`config.mk`:
```
export PLATFORM = sky130hd
export DESIGN_NAME = ipc_prio_ctrl
export DESIGN_NICKNAME = d
export VERILOG_FILES = /design/src/hdl/ipc_prio_pick.v /design/src/hdl/ipc_prio_ctrl.v
export VERILOG_INCLUDE_DIRS = /design/src /design/src/pkg
export SDC_FILE = /design/constraint.sdc
export NUM_CORES = 1
export LEC_CHECK = 0
export BUFFER_PORTS_ARGS = -buffer_cell sky130_fd_sc_hd__buf_2
export CORE_MARGIN = 2
export CORE_UTILIZATION = 60
export CTS_CLUSTER_SIZE = 8
export DETAILED_ROUTE_END_ITERATION = 8
export PLACE_DENSITY = 0.82
export SYNTH_ARGS = -nofsm -noshare
export SYNTH_HDL_FRONTEND = slang
export SYNTH_SLANG_ARGS = --single-unit
```
`constraint.sdc`:
```
create_clock -name clk -period 15 [get_ports clk]
set_clock_uncertainty 0.15 [all_clocks]
set_input_delay 1.5 -clock clk [delete_from_list [all_inputs] [get_ports clk]]
set_output_delay 1.5 -clock clk [all_outputs]
set_load 0.01 [all_outputs]
```
`src/pkg/ipc_prio_regs.vh`:
```
// Purpose: Register map, field layout and reset values of the priority controller
// Assumes: 16-bit registers on a plain strobe port, word addresses
// Notes:   Included by the design, assertion and bench files
`ifndef IPC_PRIO_REGS_VH
`define IPC_PRIO_REGS_VH

// ----------------------------------------
// Register addresses
// ----------------------------------------
`define IPC_ADDR_W 4
`define IPC_A_PRIO15 4'h0
`define IPC_A_PRIO16 4'h1
`define IPC_A_PRIO17 4'h2
`define IPC_A_STATUS 4'h3
`define IPC_A_CTRL1 4'h4
`define IPC_A_FLAGS 4'h5
`define IPC_A_ENABLE 4'h6
`define IPC_A_CPULVL 4'h7
`define IPC_A_DISCNT 4'h8
`define IPC_A_EVST 4'h9
`define IPC_A_EVMASK 4'hA

// ----------------------------------------
// Field layout
// ----------------------------------------
`define IPC_PRIO_W 3
`define IPC_LVL_W 4
`define IPC_VEC_W 7
`define IPC_NSRC 8
`define IPC_NTRAP 4
// Writable bits of the three priority registers
`define IPC_MASK15 16'h0077
`define IPC_MASK16 16'h0770
`define IPC_MASK17 16'h7777
`define IPC_NEST_BIT 15
`define IPC_LVL_LSB 8
// Source index to vector code offset
`define IPC_VEC_BASE 7'h40

// ----------------------------------------
// Reset values and levels
// ----------------------------------------
`define IPC_PRIO_RST 3'h4
`define IPC_RST15 16'h0044
`define IPC_RST16 16'h0440
`define IPC_RST17 16'h4444
`define IPC_LVL_USERMAX 4'h7
`define IPC_LVL_TRAP 4'h8
`define IPC_LVL_TIMED_IRQ_DISABLE_INSTR 3'h7
`define IPC_LVL_ZERO 4'h0
`define IPC_DISCNT_W 14

`endif

```
`src/hdl/ipc_prio_pick.v`:
```
// Purpose: Picks the highest-priority eligible user source
// Assumes: Levels already gated by enable, flag and masking
// Notes:   Ties go to the lower source index
`timescale 1ns/100ps
`default_nettype none
`include "ipc_prio_regs.vh"

module ipc_prio_pick #(
	parameter NSRC = `IPC_NSRC
) (
	// Per-source effective levels, zero when not eligible
	input wire [NSRC*`IPC_PRIO_W-1:0] srcLevel,
	// Winner
	output reg found,
	output reg [`IPC_PRIO_W-1:0] bestLevel,
	output reg [`IPC_VEC_W-1:0] bestIdx
);
	integer i;

	// ----------------------------------------
	// Strict greater-than keeps the lowest index on ties
	// ----------------------------------------
	always @* begin
		found = 1'b0;
		bestLevel = {`IPC_PRIO_W{1'b0}};
		bestIdx = {`IPC_VEC_W{1'b0}};
		for (i = 0; i < NSRC; i = i + 1) begin
			if (srcLevel[i*`IPC_PRIO_W +: `IPC_PRIO_W] > bestLevel) begin
				found = 1'b1;
				bestLevel = srcLevel[i*`IPC_PRIO_W +: `IPC_PRIO_W];
				bestIdx = i[`IPC_VEC_W-1:0];
			end
		end
	end
endmodule
`default_nettype wire

```
`src/hdl/ipc_prio_ctrl.v`:
```
// Purpose: Interrupt priority arbitration with priority, status and control registers
// Assumes: One 20 MHz clock, plain strobe register port, CPU handshake by pulses
// Notes:   Eight user sources in three priority registers, four trap sources
//
// Operation
// - each source has a 3-bit priority, 7 highest down to 1
// - priority zero disables the source completely
// - all priority fields reset to level 4
// - unimplemented bits read zero and ignore writes
// - status bits 11-8 show the new CPU level, reset zero
// - status bits 6-0 show the vector code taken at the last acknowledge
// - nesting disable bit 15 of control one blocks preemption by user sources
// - a flag still set after return is requested again at once
// - return restores saved status low byte and old CPU level
// - trap is re-taken until its status flag is cleared
// - CPU level 7 masks all user sources, only levels up to 7 masked
// - traps are levels 8 to 11, masked only by a trap of equal or higher level in service
// - timed disable blocks levels 1 to 6, level 7 still serviced
// - a source requests only while its enable bit is set
// - priority register 15 holds DMA5 bits 6-4, codec bits 2-0
// - priority register 16 holds UART B bits 10-8, UART A bits 6-4
// - priority register 17 holds CAN B, CAN A, DMA7, DMA6 fields
`timescale 1ns/100ps
`default_nettype none
`include "ipc_prio_regs.vh"

module ipc_prio_ctrl #(
	parameter NSRC = `IPC_NSRC
) (
	// Clock and reset
	input wire clk,
	input wire arst_n,
	// Register port
	input wire [`IPC_ADDR_W-1:0] regAddr,
	input wire [15:0] regWdata,
	input wire regWr,
	input wire regRd,
	output reg [15:0] regRdata,
	// Sources: flag set pulses and trap events
	input wire [NSRC-1:0] srcEvent,
	input wire [`IPC_NTRAP-1:0] trapEvent,
	// CPU handshake
	input wire cpuAck,
	input wire cpuReturn,
	input wire [7:0] cpuSavedSrl,
	input wire timedDisStart,
	input wire [`IPC_DISCNT_W-1:0] timedDisCycles,
	// Request to CPU
	output reg irqReq,
	output reg [`IPC_LVL_W-1:0] irqLevel,
	output reg [`IPC_VEC_W-1:0] irqVector,
	output reg [7:0] restoredSrl,
	output reg restoreValid,
	// Event interrupt
	output reg irqOut
);
	// ----------------------------------------
	// Register state
	// ----------------------------------------
	reg [15:0] prio15_q;
	reg [15:0] prio16_q;
	reg [15:0] prio17_q;
	reg nestDis_q;
	reg [`IPC_NTRAP-1:0] trapFlag_q;
	reg [NSRC-1:0] flag_q;
	reg [NSRC-1:0] enable_q;
	reg [`IPC_LVL_W-1:0] cpuLvl_q;
	reg [`IPC_LVL_W-1:0] newLvl_q;
	reg [`IPC_VEC_W-1:0] vecCode_q;
	reg [`IPC_DISCNT_W-1:0] disCnt_q;
	reg [`IPC_LVL_W-1:0] stackLvl_q [0:15];
	reg [7:0] stackSrl_q [0:15];
	reg [3:0] sp_q;
	reg inService_q;
	reg [1:0] evSt_q;
	reg [1:0] evMask_q;

	wire [NSRC*`IPC_PRIO_W-1:0] prioVec;
	wire [NSRC*`IPC_PRIO_W-1:0] effVec;
	wire found;
	wire [`IPC_PRIO_W-1:0] bestLevel;
	wire [`IPC_VEC_W-1:0] bestIdx;
	wire wrHit;

	// Field order: codec, DMA5, UART A, UART B, DMA6, DMA7, CAN A, CAN B
	assign prioVec = {prio17_q[14:12], prio17_q[10:8], prio17_q[6:4], prio17_q[2:0],
		prio16_q[10:8], prio16_q[6:4], prio15_q[6:4], prio15_q[2:0]};

	function wireLvlOk;
		input [`IPC_PRIO_W-1:0] lvl;
		input [`IPC_LVL_W-1:0] cpu;
		input disOn;
		begin
			// Zero never requests; CPU level 7 blocks every user level
			wireLvlOk = (lvl != {`IPC_PRIO_W{1'b0}}) && ({1'b0, lvl} > cpu)
				&& !(disOn && lvl != `IPC_LVL_TIMED_IRQ_DISABLE_INSTR);
		end
	endfunction

	// ----------------------------------------
	// Eligibility per source
	// ----------------------------------------
	genvar g;
	generate
		for (g = 0; g < NSRC; g = g + 1) begin : gElig
			wire [`IPC_PRIO_W-1:0] lvl = prioVec[g*`IPC_PRIO_W +: `IPC_PRIO_W];
			wire ok = flag_q[g] && enable_q[g]
				&& wireLvlOk(lvl, cpuLvl_q, disCnt_q != {`IPC_DISCNT_W{1'b0}});
			assign effVec[g*`IPC_PRIO_W +: `IPC_PRIO_W] = ok ? lvl : {`IPC_PRIO_W{1'b0}};
		end
	endgenerate

	ipc_prio_pick #(
		.NSRC(NSRC)
	) uPick (
		.srcLevel(effVec),
		.found(found),
		.bestLevel(bestLevel),
		.bestIdx(bestIdx)
	);

	// ----------------------------------------
	// Trap and user arbitration
	// ----------------------------------------
	reg trapAny;
	reg [`IPC_LVL_W-1:0] trapLvl;
	reg [`IPC_VEC_W-1:0] trapVec;
	reg pendAny;
	reg [`IPC_LVL_W-1:0] pendLvl;
	reg [`IPC_VEC_W-1:0] pendVec;
	integer t;
	always @* begin
		trapAny = 1'b0;
		trapLvl = `IPC_LVL_ZERO;
		trapVec = {`IPC_VEC_W{1'b0}};
		// Traps ignore timed disable but must exceed CPU level; higher index wins
		for (t = 0; t < `IPC_NTRAP; t = t + 1) begin
			if (trapFlag_q[t]) begin
				trapAny = 1'b1;
				trapLvl = `IPC_LVL_TRAP + t[`IPC_LVL_W-1:0];
				trapVec = t[`IPC_VEC_W-1:0];
			end
		end
		if (trapAny && trapLvl > cpuLvl_q) begin
			pendAny = 1'b1;
			pendLvl = trapLvl;
			pendVec = trapVec;
		end else begin
			pendAny = found && !(nestDis_q && inService_q);
			pendLvl = {1'b0, bestLevel};
			pendVec = `IPC_VEC_BASE + bestIdx;
		end
	end

	assign wrHit = regWr;

	// ----------------------------------------
	// Register writes, flags and service tracking
	// ----------------------------------------
	always @(posedge clk or negedge arst_n) begin
		if (!arst_n) begin
			prio15_q <= `IPC_RST15;
			prio16_q <= `IPC_RST16;
			prio17_q <= `IPC_RST17;
			nestDis_q <= 1'b0;
			trapFlag_q <= {`IPC_NTRAP{1'b0}};
			flag_q <= {NSRC{1'b0}};
			enable_q <= {NSRC{1'b0}};
			cpuLvl_q <= `IPC_LVL_ZERO;
			newLvl_q <= `IPC_LVL_ZERO;
			vecCode_q <= {`IPC_VEC_W{1'b0}};
			disCnt_q <= {`IPC_DISCNT_W{1'b0}};
			sp_q <= 4'h0;
			inService_q <= 1'b0;
			evSt_q <= 2'h0;
			evMask_q <= 2'h0;
			irqReq <= 1'b0;
			irqLevel <= `IPC_LVL_ZERO;
			irqVector <= {`IPC_VEC_W{1'b0}};
			restoredSrl <= 8'h00;
			restoreValid <= 1'b0;
			irqOut <= 1'b0;
		end else begin
			restoreValid <= 1'b0;
			if (wrHit && regAddr == `IPC_A_PRIO15) begin
				prio15_q <= regWdata & `IPC_MASK15;
			end else if (wrHit && regAddr == `IPC_A_PRIO16) begin
				prio16_q <= regWdata & `IPC_MASK16;
			end else if (wrHit && regAddr == `IPC_A_PRIO17) begin
				prio17_q <= regWdata & `IPC_MASK17;
			end else if (wrHit && regAddr == `IPC_A_CTRL1) begin
				nestDis_q <= regWdata[`IPC_NEST_BIT];
			end else if (wrHit && regAddr == `IPC_A_ENABLE) begin
				enable_q <= regWdata[NSRC-1:0];
			end else if (wrHit && regAddr == `IPC_A_CPULVL) begin
				// Software reaches user levels only; trap levels come from taking a trap
				cpuLvl_q <= {1'b0, regWdata[`IPC_PRIO_W-1:0]};
			end else if (wrHit && regAddr == `IPC_A_EVMASK) begin
				evMask_q <= regWdata[1:0];
			end
			// Flags: new events win over software clears
			flag_q <= ((wrHit && regAddr == `IPC_A_FLAGS) ? regWdata[NSRC-1:0] : flag_q)
				| srcEvent;
			trapFlag_q <= ((wrHit && regAddr == `IPC_A_CTRL1)
				? (trapFlag_q & regWdata[`IPC_NTRAP-1:0]) : trapFlag_q) | trapEvent;
			evSt_q <= (evSt_q & ~((wrHit && regAddr == `IPC_A_EVST) ? regWdata[1:0] : 2'h0))
				| {cpuReturn, cpuAck && irqReq};
			irqOut <= |(evSt_q & evMask_q);
			// Timed disable counter
			if (timedDisStart) begin
				disCnt_q <= timedDisCycles;
			end else if (disCnt_q != {`IPC_DISCNT_W{1'b0}}) begin
				disCnt_q <= disCnt_q - 1'b1;
			end
			// Request presented to the CPU
			irqReq <= pendAny && !(cpuAck && irqReq);
			irqLevel <= pendLvl;
			irqVector <= pendVec;
			if (cpuAck && irqReq) begin
				stackLvl_q[sp_q] <= cpuLvl_q;
				stackSrl_q[sp_q] <= cpuSavedSrl;
				sp_q <= sp_q + 4'h1;
				cpuLvl_q <= irqLevel;
				newLvl_q <= irqLevel;
				vecCode_q <= irqVector;
				inService_q <= 1'b1;
			end else if (cpuReturn && sp_q != 4'h0) begin
				cpuLvl_q <= stackLvl_q[sp_q - 4'h1];
				newLvl_q <= stackLvl_q[sp_q - 4'h1];
				restoredSrl <= stackSrl_q[sp_q - 4'h1];
				restoreValid <= 1'b1;
				sp_q <= sp_q - 4'h1;
				inService_q <= (sp_q != 4'h1);
			end
		end
	end

	// ----------------------------------------
	// Register reads, data one cycle later
	// ----------------------------------------
	always @(posedge clk or negedge arst_n) begin
		if (!arst_n) begin
			regRdata <= 16'h0000;
		end else if (regRd) begin
			if (regAddr == `IPC_A_PRIO15) begin
				regRdata <= prio15_q;
			end else if (regAddr == `IPC_A_PRIO16) begin
				regRdata <= prio16_q;
			end else if (regAddr == `IPC_A_PRIO17) begin
				regRdata <= prio17_q;
			end else if (regAddr == `IPC_A_STATUS) begin
				regRdata <= {4'h0, newLvl_q, 1'b0, vecCode_q};
			end else if (regAddr == `IPC_A_CTRL1) begin
				regRdata <= {nestDis_q, 11'h000, trapFlag_q};
			end else if (regAddr == `IPC_A_FLAGS) begin
				regRdata <= {8'h00, flag_q};
			end else if (regAddr == `IPC_A_ENABLE) begin
				regRdata <= {8'h00, enable_q};
			end else if (regAddr == `IPC_A_CPULVL) begin
				regRdata <= {12'h000, cpuLvl_q};
			end else if (regAddr == `IPC_A_DISCNT) begin
				regRdata <= {2'h0, disCnt_q};
			end else if (regAddr == `IPC_A_EVST) begin
				regRdata <= {14'h0000, evSt_q};
			end else if (regAddr == `IPC_A_EVMASK) begin
				regRdata <= {14'h0000, evMask_q};
			end else begin
				regRdata <= 16'h0000;
			end
		end else begin
			regRdata <= 16'h0000;
		end
	end
endmodule
`default_nettype wire

```
## After elaboration in Yosys (flattened, before gate mapping)

Memories as Yosys holds them, arrays and structs flattened. A register that Yosys moved wholly into a read port is not among the register bits.
Cells that the tools add are included.

| word-level totals | value |
|---|---|
| register bits | 113 |
| RAM bits | 192 |
| bits of input ports | 61 |
| output and inout bits | 38 |
| word-level logic and storage cells | 251 |
| memories | 2 |

| operators by class | value |
|---|---|
| add/subtract/negate cells | 4 |
| order comparisons | 17 |
| equality and inequality tests | 24 |
| muxes and demuxes | 80 |
| bitwise gates (word level) | 14 |
| reductions and logical operators | 89 |

Memories:

| name | words | bits a word | rd ports | clocked after memory_dff | wr ports | RTL line | RTL |
|---|---|---|---|---|---|---|---|
| stackSrl_q | 16 | 8 | 1 | 1 | 1 | ipc_prio_ctrl.v:72 | `reg [7:0] stackSrl_q [0:15];` |
| stackLvl_q | 16 | 4 | 1 | 0 | 1 | ipc_prio_ctrl.v:71 | `` reg [`IPC_LVL_W-1:0] stackLvl_q [0:15]; `` |

Operators with widths:

| cell | number |
|---|---|
| 16-bit 2-to-1 mux | 6 |
| 14-bit 2-to-1 mux | 6 |
| 4-bit 2-to-1 mux | 18 |
| 3-bit 2-to-1 mux | 20 |
| 1-bit logical AND | 56 |
| 3-bit by 4-bit greater-than comparator with 1-bit output | 8 |
| 3-bit nonzero test | 9 |
| 3-bit != test, second input constant | 8 |
| 3-bit greater-than comparator | 7 |
| 1-bit 2-to-1 mux | 21 |
| 7-bit 2-to-1 mux | 3 |
| 4-bit by 3-bit equality test with 1-bit output, second input constant | 4 |
| 3-bit by 1-bit != test with 1-bit output, second input constant | 5 |
| 14-bit nonzero test | 1 |
| 14-bit by 1-bit subtractor with 14-bit output, second input constant | 1 |
| 4-bit equality test, second input constant | 3 |
| 1-bit zero test | 11 |
| 2-bit 2-to-1 mux | 5 |
| 4-bit by 2-bit equality test with 1-bit output, second input constant | 2 |
| 8-bit 2-to-1 mux | 1 |
| 8-bit bitwise OR | 1 |
| 7-bit adder, first input constant | 1 |
| 1-bit inverter | 7 |
| 7-bit AND reduction | 1 |
| other kinds (20) | 23 |

## Logic depth before layout (Yosys ltp)

Gate-level depths: netlist of the first run.

| depth | value |
|---|---|
| word-level depth | 25 |
| mapped depth | 54 |
| depth with buffers taken out | 53 |

## Modules after synthesis

A second synthesis of the first run with hierarchy kept.

| unflattened totals | value |
|---|---|
| cells, all modules | 1176 |
| area total of the unflattened synthesis | 15058.2 um^2 |

By module, submodules not included:

| module | times used | cells each | area an instance (um^2) | sequential area each (um^2) |
|---|---|---|---|---|
| ipc_prio_ctrl | 1 | 1037 | 14056.0 | 8803.4 |
| ipc_prio_pick | 1 | 139 | 1002.2 | 0.0 |

## Worst setup path after synthesis of the first run

Ideal clock, no wire load.

| path | value |
|---|---|
| path kind | flip-flop to flip-flop |
| from | register cpuLvl_q[2] |
| to | register irqReq |
| arrival | 9.595 ns |
| data required time | 14.714 ns |
| setup slack | 5.119 ns |
| cell stages (with the launch flop) | 50 |
| clock period less this slack | 9.881 ns |
| cell sequence | dfrtp_1 > inv_1 > ha_1 > and3_1 > a211oi_1 > o2111ai_1 > ha_1 > nor2b_1 > o21a_1 > o21ai_1 > mux2i_1 > inv_1 > ha_1 > nor2b_1 > o21ai_0 > and2_1 > o21bai_1 > or2b_1 > [14 not listed] > nand2b_1 > and2_2 > o31ai_2 > ha_1 > inv_1 > a21o_1 > a21oi_1 > inv_1 > nand2_1 > nor2_1 > a21o_1 > ha_1 > nor2b_1 > o21ai_0 > a32oi_2 > nor4_1 > a32o_1 > a21oi_1 |

| between the ends | value |
|---|---|
| cells in the longest elaborated chain, start to end | 24 |
| elaborated cells on any way between the ends | 68 |

RTL lines:

| item | RTL line | RTL |
|---|---|---|
| from (decl) | ipc_prio_ctrl.v:67 | `` reg [`IPC_LVL_W-1:0] cpuLvl_q; `` |
| from (signal assigned) | ipc_prio_ctrl.v:169 | `` cpuLvl_q <= `IPC_LVL_ZERO; `` |
| from (signal assigned) | ipc_prio_ctrl.v:197 | `` cpuLvl_q <= {1'b0, regWdata[`IPC_PRIO_W-1:0]}; `` |
| from (signal assigned) | ipc_prio_ctrl.v:223 | `cpuLvl_q <= irqLevel;` |
| 3-bit by 4-bit greater-than comparator with 1-bit output | ipc_prio_ctrl.v:95 | `` wireLvlOk = (lvl != {`IPC_PRIO_W{1'b0}}) && ({1'b0, lvl} > cpu) `` |
| 1-bit logical AND (2 in series) | ipc_prio_ctrl.v:95 |  |
| 1-bit logical AND | ipc_prio_ctrl.v:107 | `wire ok = flag_q[g] && enable_q[g]` |
| 3-bit 2-to-1 mux | ipc_prio_ctrl.v:109 | `` assign effVec[g*`IPC_PRIO_W +: `IPC_PRIO_W] = ok ? lvl : {`IPC_PRIO_W{1'b0}}; `` |
| 3-bit by 1-bit greater-than comparator with 1-bit output | ipc_prio_pick.v:28 | `` if (srcLevel[i*`IPC_PRIO_W +: `IPC_PRIO_W] > bestLevel) begin `` |
| 3-bit 2-to-1 mux | ipc_prio_pick.v:28 |  |
| 3-bit greater-than comparator | ipc_prio_pick.v:28 |  |
| 3-bit 2-to-1 mux | ipc_prio_pick.v:28 |  |
| [7 not listed] | -- |  |
| 3-bit 2-to-1 mux | ipc_prio_pick.v:28 |  |
| 3-bit greater-than comparator | ipc_prio_pick.v:28 |  |
| 3-bit 2-to-1 mux | ipc_prio_pick.v:28 |  |
| 3-bit greater-than comparator | ipc_prio_pick.v:28 |  |
| 1-bit 2-to-1 mux | ipc_prio_pick.v:28 |  |
| 1-bit logical AND | ipc_prio_ctrl.v:149 | `pendAny = found && !(nestDis_q && inService_q);` |
| 1-bit 2-to-1 mux * | ipc_prio_ctrl.v:144 | `if (trapAny && trapLvl > cpuLvl_q) begin` |
| 1-bit logical AND * | ipc_prio_ctrl.v:216 | `irqReq <= pendAny && !(cpuAck && irqReq);` |
| to (signal assigned) | ipc_prio_ctrl.v:216 |  |
| to (decl) | ipc_prio_ctrl.v:49 | `output reg irqReq,` |

Mark *: on every way between the ends. The rest lies on a longest branch, timed or not.
A chain may end at the register's enable or synchronous reset.

## Final worst setup path of the first run

| path | value |
|---|---|
| from | register cpuLvl_q[1] |
| to | register irqReq |

Same word-level chain as after synthesis.

==> results.toml, run 1 <==
[finish]
final_nets = 1309
syn_to_final_growth_pct = 15.2
drive_above_1_share = 0.252
regArea_um2 = 8660
stdcell_area_um2 = 16700
fillCellCount = 1529
diodes = 0
finish.utilization = 0.709
instances_no_fill = 1548
multi_input_area_um2 = 5600
layout_common_cells = "edfxtp_1, nand2_1, dfrtp_1"
layout_commonest_cell = "edfxtp_1"

[synth]
ys_types = 67
async_reset_ff_frac = 0.375
synth_edf_count = 192
yosys-top-cells-area = "edfxtp_1, dfrtp_1, mux4_2, ha_1, mux2_2"
synth_compound_area_frac = 0.0842
synth_top_family_by_area = "multiplexers"
ys_seq_area_frac = 0.595
synth_fa_ha_area_frac = 0.0465
synthFlopType = "edfxtp_1"
synthSimpleGateAreaFrac = 0.105
synth_area_um2 = 14500
synth_area_leader_cell = "edfxtp_1"
syn-mean-instance-area_um2 = 13.6
postSynthCellCount = 1069
yosys_warnings = 0
ys_seq_elements = 307
muxShareOfSynthArea = 0.136
synth-xor-area-share = 0.0108
synth_top_area_share = 0.397

[timing]
final-max-slew-violation-count = 0
period_share = 0.811
fmax_mhz = 82.3
hold_viol = 0
slew_headroom = 0.321
period_needed_ps = 12160
rsz0062_at_grt = "no"
setup_slack_ps = 2840
hold_ws_ps = 337
tightest_slew_ps = 1020
tns_ps = 0
setup_violations = 0

[placement]
numPlacedInstances = 1467
gp_congestion = 0.927
dpl_cell_area_um2 = 15400
port_buffers = 94
pre_cts_ws_ps = 3130
hpwl_mm = 24.2

[min_path]
hold_class = "reg2reg"

[run]
maxCapViolCount = 0

[clock_tree]
clockBufferDepth = 3
clk_latency_ps = 550
clockRootBuffer = "clkbuf_16"
cts.sinks = 307
cts.reportedPaths.clkPinSlew_ps = 50
hold_buffers = 0
cts_resized = 0
cts_buffers = 44
post_cts_buffers = 0
cts_tree = "yes"
cts_max_level = 2

[worst_setup_path]
cpMaxStageDelayCell = "dfrtp_1"
timing.reg2reg.setup_slack_ps = 2840
cp_max_fo = 19
arrival_ps = 12400
end_kind = "flip-flop"
slowest_delay_ps = 800
worstPathRequired_ps = 15250
crit_type = "reg2reg"
critPathMostFrequentCell = "ha_1"
worst_setup_path_start_kind = "flip-flop"

[floorplan]
start_util = 0.616
coreArea_um2 = 23600
pin_count = 99
dieHeight_um = 160
die_x_um = 160
num_rows = 56
dieArea_um2 = 25500

[pwr]
p_total_mw = 3.29
peakVddDrop_mv = 0.150
total_leakage_power_nw = 6.40
powerDensity_nw_per_um2 = 197

[routing]
ant_nets = 0
vias = 10000
routedWlPerCell_um = 24.4
routed_via_density = 6.46
drt_iter0_drc = 1234
drc = 0
firstDrtPassIters = 6
wl_mm = 37.7

[global_routing]
grt_pass1_wl_mm = 58.2
globalRoute.totalOverflow = 0
antenna_found_initial = 0
grt_max_degree = 64
grt_usage = 0.299
first_global_vias = 10100

[run_status]
status = "completed"
[worst max-delay path, delay by kind of cell, from the launching register on]
kind,cells,cell delay (ps)
flip-flops,1,800
multiplexers,1,480
buffers and inverters,4,670
AND/OR/NAND/NOR,18,3100
adder cells (fa/ha/maj),8,2290
AO/OA/AOI/OAI,20,4540
[cells in the mapped netlist, types with 8 or more instances]
master      n
nand2b_1   15
dfstp_2     8
and2_1     22
clkbuf_1   29
o21ai_0    46
mux4_2     62
mux2_2     47
nand2_1   106
and3_1      8
nor3_1     16
nor2_1     69
ha_1       54
edfxtp_1  192
inv_1      33
a32oi_1     8
nor2b_1    22
xor2_1      8
a211o_1     8
dfrtp_1   107
xnor2_1    10
a21oi_1    44
nand3_1    28
[where the power goes]
| group | total, mW | internal (mW) | switching [mW] | leakage [nW] |
|---|---|---|---|---|
| logic | 1.18 | 0.557 | 0.625 | 2.71 |
| clock network | 0.919 | 0.554 | 0.365 | 0.609 |
| registers | 1.19 | 1.03 | 0.163 | 3.08 |
| total | 3.29 | 2.14 | 1.15 | 6.40 |
[layer usage]
layer / global-route usage / up-vias / wire, um
met5: 0 / - / 0
met2: 0.467 / 632 / 17600
met1: 0.421 / 4946 / 14900
met3: 0.0636 / 110 / 4050
li1: - / 4317 / -
met4: 0.107 / 0 / 1180
[registers in the layout, summed over array words and instances, names as in the netlist, 8 cells and up]
signal and cells:
disCnt_q 14, stackLvl_q 64, flag_q 8, stackSrl_q 128, restoredSrl 8, regRdata 16, enable_q 8, prio17_q 12
[logic make-up after synthesis]
kind of cell | count (synthesis)
simple gates | 316
fa+ha+maj | 54
mux | 114
compound gates | 184
xor+xnor | 18
buf+inv | 75
other cells | 1
flops | 307
[final cells by class]
class | instances | share of cell area
clock buffer | 77 | 0.0732
multi-input combinational | 689 | 0.335
sequential | 307 | 0.517
inverter | 34 | 0.00763
clock inverter | 4 | 0.00456
timing repair buffer | 118 | 0.0390
tap | 319 | 0.0238
[worst paths after layout]
path,start,to,cells after the start
min in group asynchronous,arst_n,irqOut$_DFF_PN0_,1
worst max-delay path,cpuLvl_q[1]$_DFFE_PN0P_,irqReq$_DFF_PN0_,51
max in group asynchronous,arst_n,sp_q[0]$_DFFE_PN0P_,2
worst min-delay path,vecCode_q[2]$_DFFE_PN0P_,vecCode_q[2]$_DFFE_PN0P_,2
worst max register to register,cpuLvl_q[1]$_DFFE_PN0P_,irqReq$_DFF_PN0_,51
worst min register to register,vecCode_q[2]$_DFFE_PN0P_,vecCode_q[2]$_DFFE_PN0P_,2
Power figures use the tool's default switching activity.
==> run 2: changes to the inputs <==
- ABC_AREA: not set -> 1
- clock period: 15 -> 11.8 ns (I/O delays scaled with it)
==> run 2 against run 1 <==
Flip-flop and latch count stayed put. Maximum frequency increased by 16%. Core utilization grew 0.079 points. Highest routed layer unchanged. Sequential share of layout area shrank 0.073 points. Critical path type unchanged.
==> results.toml, run 2 <==
[synth]
synthFlopType = "edfxtp_1"
yosys_warnings = 0
synth_edf_count = 192
synth_most_common_cell = "nand2_1"
yosys-top-cells-area = "edfxtp_1, dfrtp_1, nand2_1, nor2_1, o21ai_0"
ys_seq_area_frac = 0.595
synth_fa_ha_area_frac = 0.0464
syn-mean-instance-area_um2 = 10.1
synth_common_cells = "nand2_1, nor2_1, edfxtp_1, inv_1, o21ai_0"
synth_area_leader_cell = "edfxtp_1"
synth-xor-area-share = 0.00722
async_reset_ff_frac = 0.375
synth_top_area_share = 0.396
muxShareOfSynthArea = 0.0117
postSynthCellCount = 1439
ys_seq_elements = 307
synth_compound_area_frac = 0.132
synth_area_um2 = 14600
synth_top_family_by_area = "simple AND/OR/NAND/NOR gates"
synthSimpleGateAreaFrac = 0.156
ys_types = 50

[clock_tree]
cts_resized = 0
cts_buffers = 44
clockBufferDepth = 3
cts_tree = "yes"
cts.reportedPaths.clkPinSlew_ps = 50
cts_max_level = 2
cts.sinks = 307
post_cts_buffers = 0
clk_latency_ps = 540
clockRootBuffer = "clkbuf_16"
hold_buffers = 0

[pwr]
peakVddDrop_mv = 0.154
powerDensity_nw_per_um2 = 239
p_total_mw = 4.01
total_leakage_power_nw = 7.02

[placement]
numPlacedInstances = 1827
gp_congestion = 0.981
port_buffers = 94
hpwl_mm = 25.6
pre_cts_ws_ps = 1630

[worst_setup_path]
slowest_delay_ps = 630
worstPathRequired_ps = 12040
ff2ff_path_depth = 64
timing.reg2reg.setup_slack_ps = 1330
worst_setup_path_start_kind = "flip-flop"
cpMaxStageDelayCell = "dfrtp_1"
end_kind = "flip-flop"
critPathMostFrequentCell = "nand2_1"
arrival_ps = 10720
reg2reg_from = "cpuLvl_q[1]$_DFFE_PN0P_"
cp_max_fo = 17
crit_type = "reg2reg"
reg2reg_to = "irqReq$_DFF_PN0_"

[timing]
tightest_slew_ps = 1230
fmax_mhz = 95.5
rsz0062_at_grt = "no"
final-max-slew-violation-count = 0
hold_viol = 0
setup_violations = 0
period_share = 0.888
tns_ps = 0
period_needed_ps = 10470
hold_ws_ps = 323
setup_slack_ps = 1330
slew_headroom = 0.174

[global_routing]
first_global_vias = 11600
grt_max_degree = 101
antenna_found_initial = 0
grt_pass1_wl_mm = 60.7
grt_usage = 0.303
globalRoute.totalOverflow = 0

[finish]
final_nets = 1669
regArea_um2 = 8650
syn_to_final_growth_pct = 15.2
diodes = 0
multi_input_area_um2 = 5200
layout_common_cells = "nand2_1, nor2_1, edfxtp_1"
layout_commonest_cell = "nand2_1"
instances_no_fill = 1905
fillCellCount = 1654
regMostFlops = "stackSrl_q"
reg_top3 = "stackSrl_q: 128 flops, stackLvl_q: 64 flops, regRdata: 16 flops"
largest_register_ffs = 128
drive_above_1_share = 0.127

[routing]
wl_mm = 38.7
routedWlPerCell_um = 20.3
drt_iter0_drc = 1425
routed_via_density = 6.13
ant_nets = 0
vias = 11700
firstDrtPassIters = 6
drc = 0

[floorplan]
dieArea_um2 = 25500
num_rows = 56
die_x_um = 160
dieHeight_um = 160
coreArea_um2 = 23600
pin_count = 99
start_util = 0.616

[min_path]
whs_path_depth = 2
hold_start = "restoredSrl[5]$_DFFE_PN0P_"
holdPathEnd = "restoredSrl[5]$_DFFE_PN0P_"
hold_class = "reg2reg"

[run_status]
status = "completed"

[run]
maxCapViolCount = 0
==> run 2: cell count changes after synthesis, moves of 22 or more <==
cell | previous run | this run
nor2b_1 | 22 | 0
o211ai_1 | 0 | 24
o32ai_1 | 0 | 31
nand3_1 | 28 | 66
o21ai_0 | 46 | 136
inv_1 | 33 | 139
nand2_1 | 106 | 226
nor2_1 | 69 | 201
mux2_2 | 47 | 0
mux4_2 | 62 | 0
==> run 2: worst max-delay path by stage <==
stage                            start               end  slack (ps)  cells past startpoint
2_1_floorplan  cpuLvl_q[2]$_DFFE_PN0P_  irqReq$_DFF_PN0_        3340                     64
3_3_place_gp   cpuLvl_q[1]$_DFFE_PN0P_  irqReq$_DFF_PN0_        2100                     64
3_5_place_dp   cpuLvl_q[1]$_DFFE_PN0P_  irqReq$_DFF_PN0_        1630                     64
4_1_cts        cpuLvl_q[1]$_DFFE_PN0P_  irqReq$_DFF_PN0_        1500                     64
5_1_grt        cpuLvl_q[2]$_DFFE_PN0P_  irqReq$_DFF_PN0_         270                     64
6_report       cpuLvl_q[1]$_DFFE_PN0P_  irqReq$_DFF_PN0_        1330                     64
==> run 2: per-stage QoR <==
step                      instance area [um^2]  utilization
after detailed placement                 15400        0.654
after CTS                                16800        0.710
after global placement                   15400        0.654
after floorplan                          14600            -
after global routing                     16800        0.710
final                                    16800        0.710
==> run 2: kinds of logic (layout without fill, tap and decap cells) <==
logic type | count (synthesis) | count (layout)
AO/OA/AOI/OAI | 303 | 303
XOR/XNOR | 12 | 12
adder cells (fa/ha/maj) | 54 | 54
buffers and inverters | 195 | 340
flip-flops | 307 | 307
multiplexers | 17 | 17
other | 1 | 3
AND/OR/NAND/NOR | 550 | 550
==> run 2: layout make-up <==
| type | instances | area share |
|---|---|---|
| Timing Repair Buffer | 119 | 0.0394 |
| Clock inverter | 3 | 0.00418 |
| Clock buffer | 75 | 0.0739 |
| Multi-Input combinational cell | 939 | 0.310 |
| Inverter | 143 | 0.0320 |
| Tap cell | 319 | 0.0238 |
| Sequential cell | 307 | 0.517 |
==> run 2: worst max-delay path, delay by kind of cell, from the launching register on <==
| kind | cells | cell delay (ps) |
|---|---|---|
| fa+ha+maj | 8 | 2440 |
| flops | 1 | 630 |
| simple gates | 34 | 3730 |
| buf+inv | 10 | 1110 |
| compound gates | 12 | 2240 |
==> run 2: per-layer routing <==
layer  GRT usage  wire (um)  vias up
met5           0          0        -
met4       0.156       1910        0
met3      0.0481       3490      127
met2       0.499      18500      693
met1       0.391      14800     5569
li1            -          -     5296
==> run 2: power by group <==
part / leakage [nW] / switching (mW) / internal, mW
Combinational: 3.32 / 0.942 / 0.459
Sequential: 3.08 / 0.115 / 1.30
Clock: 0.624 / 0.455 / 0.733
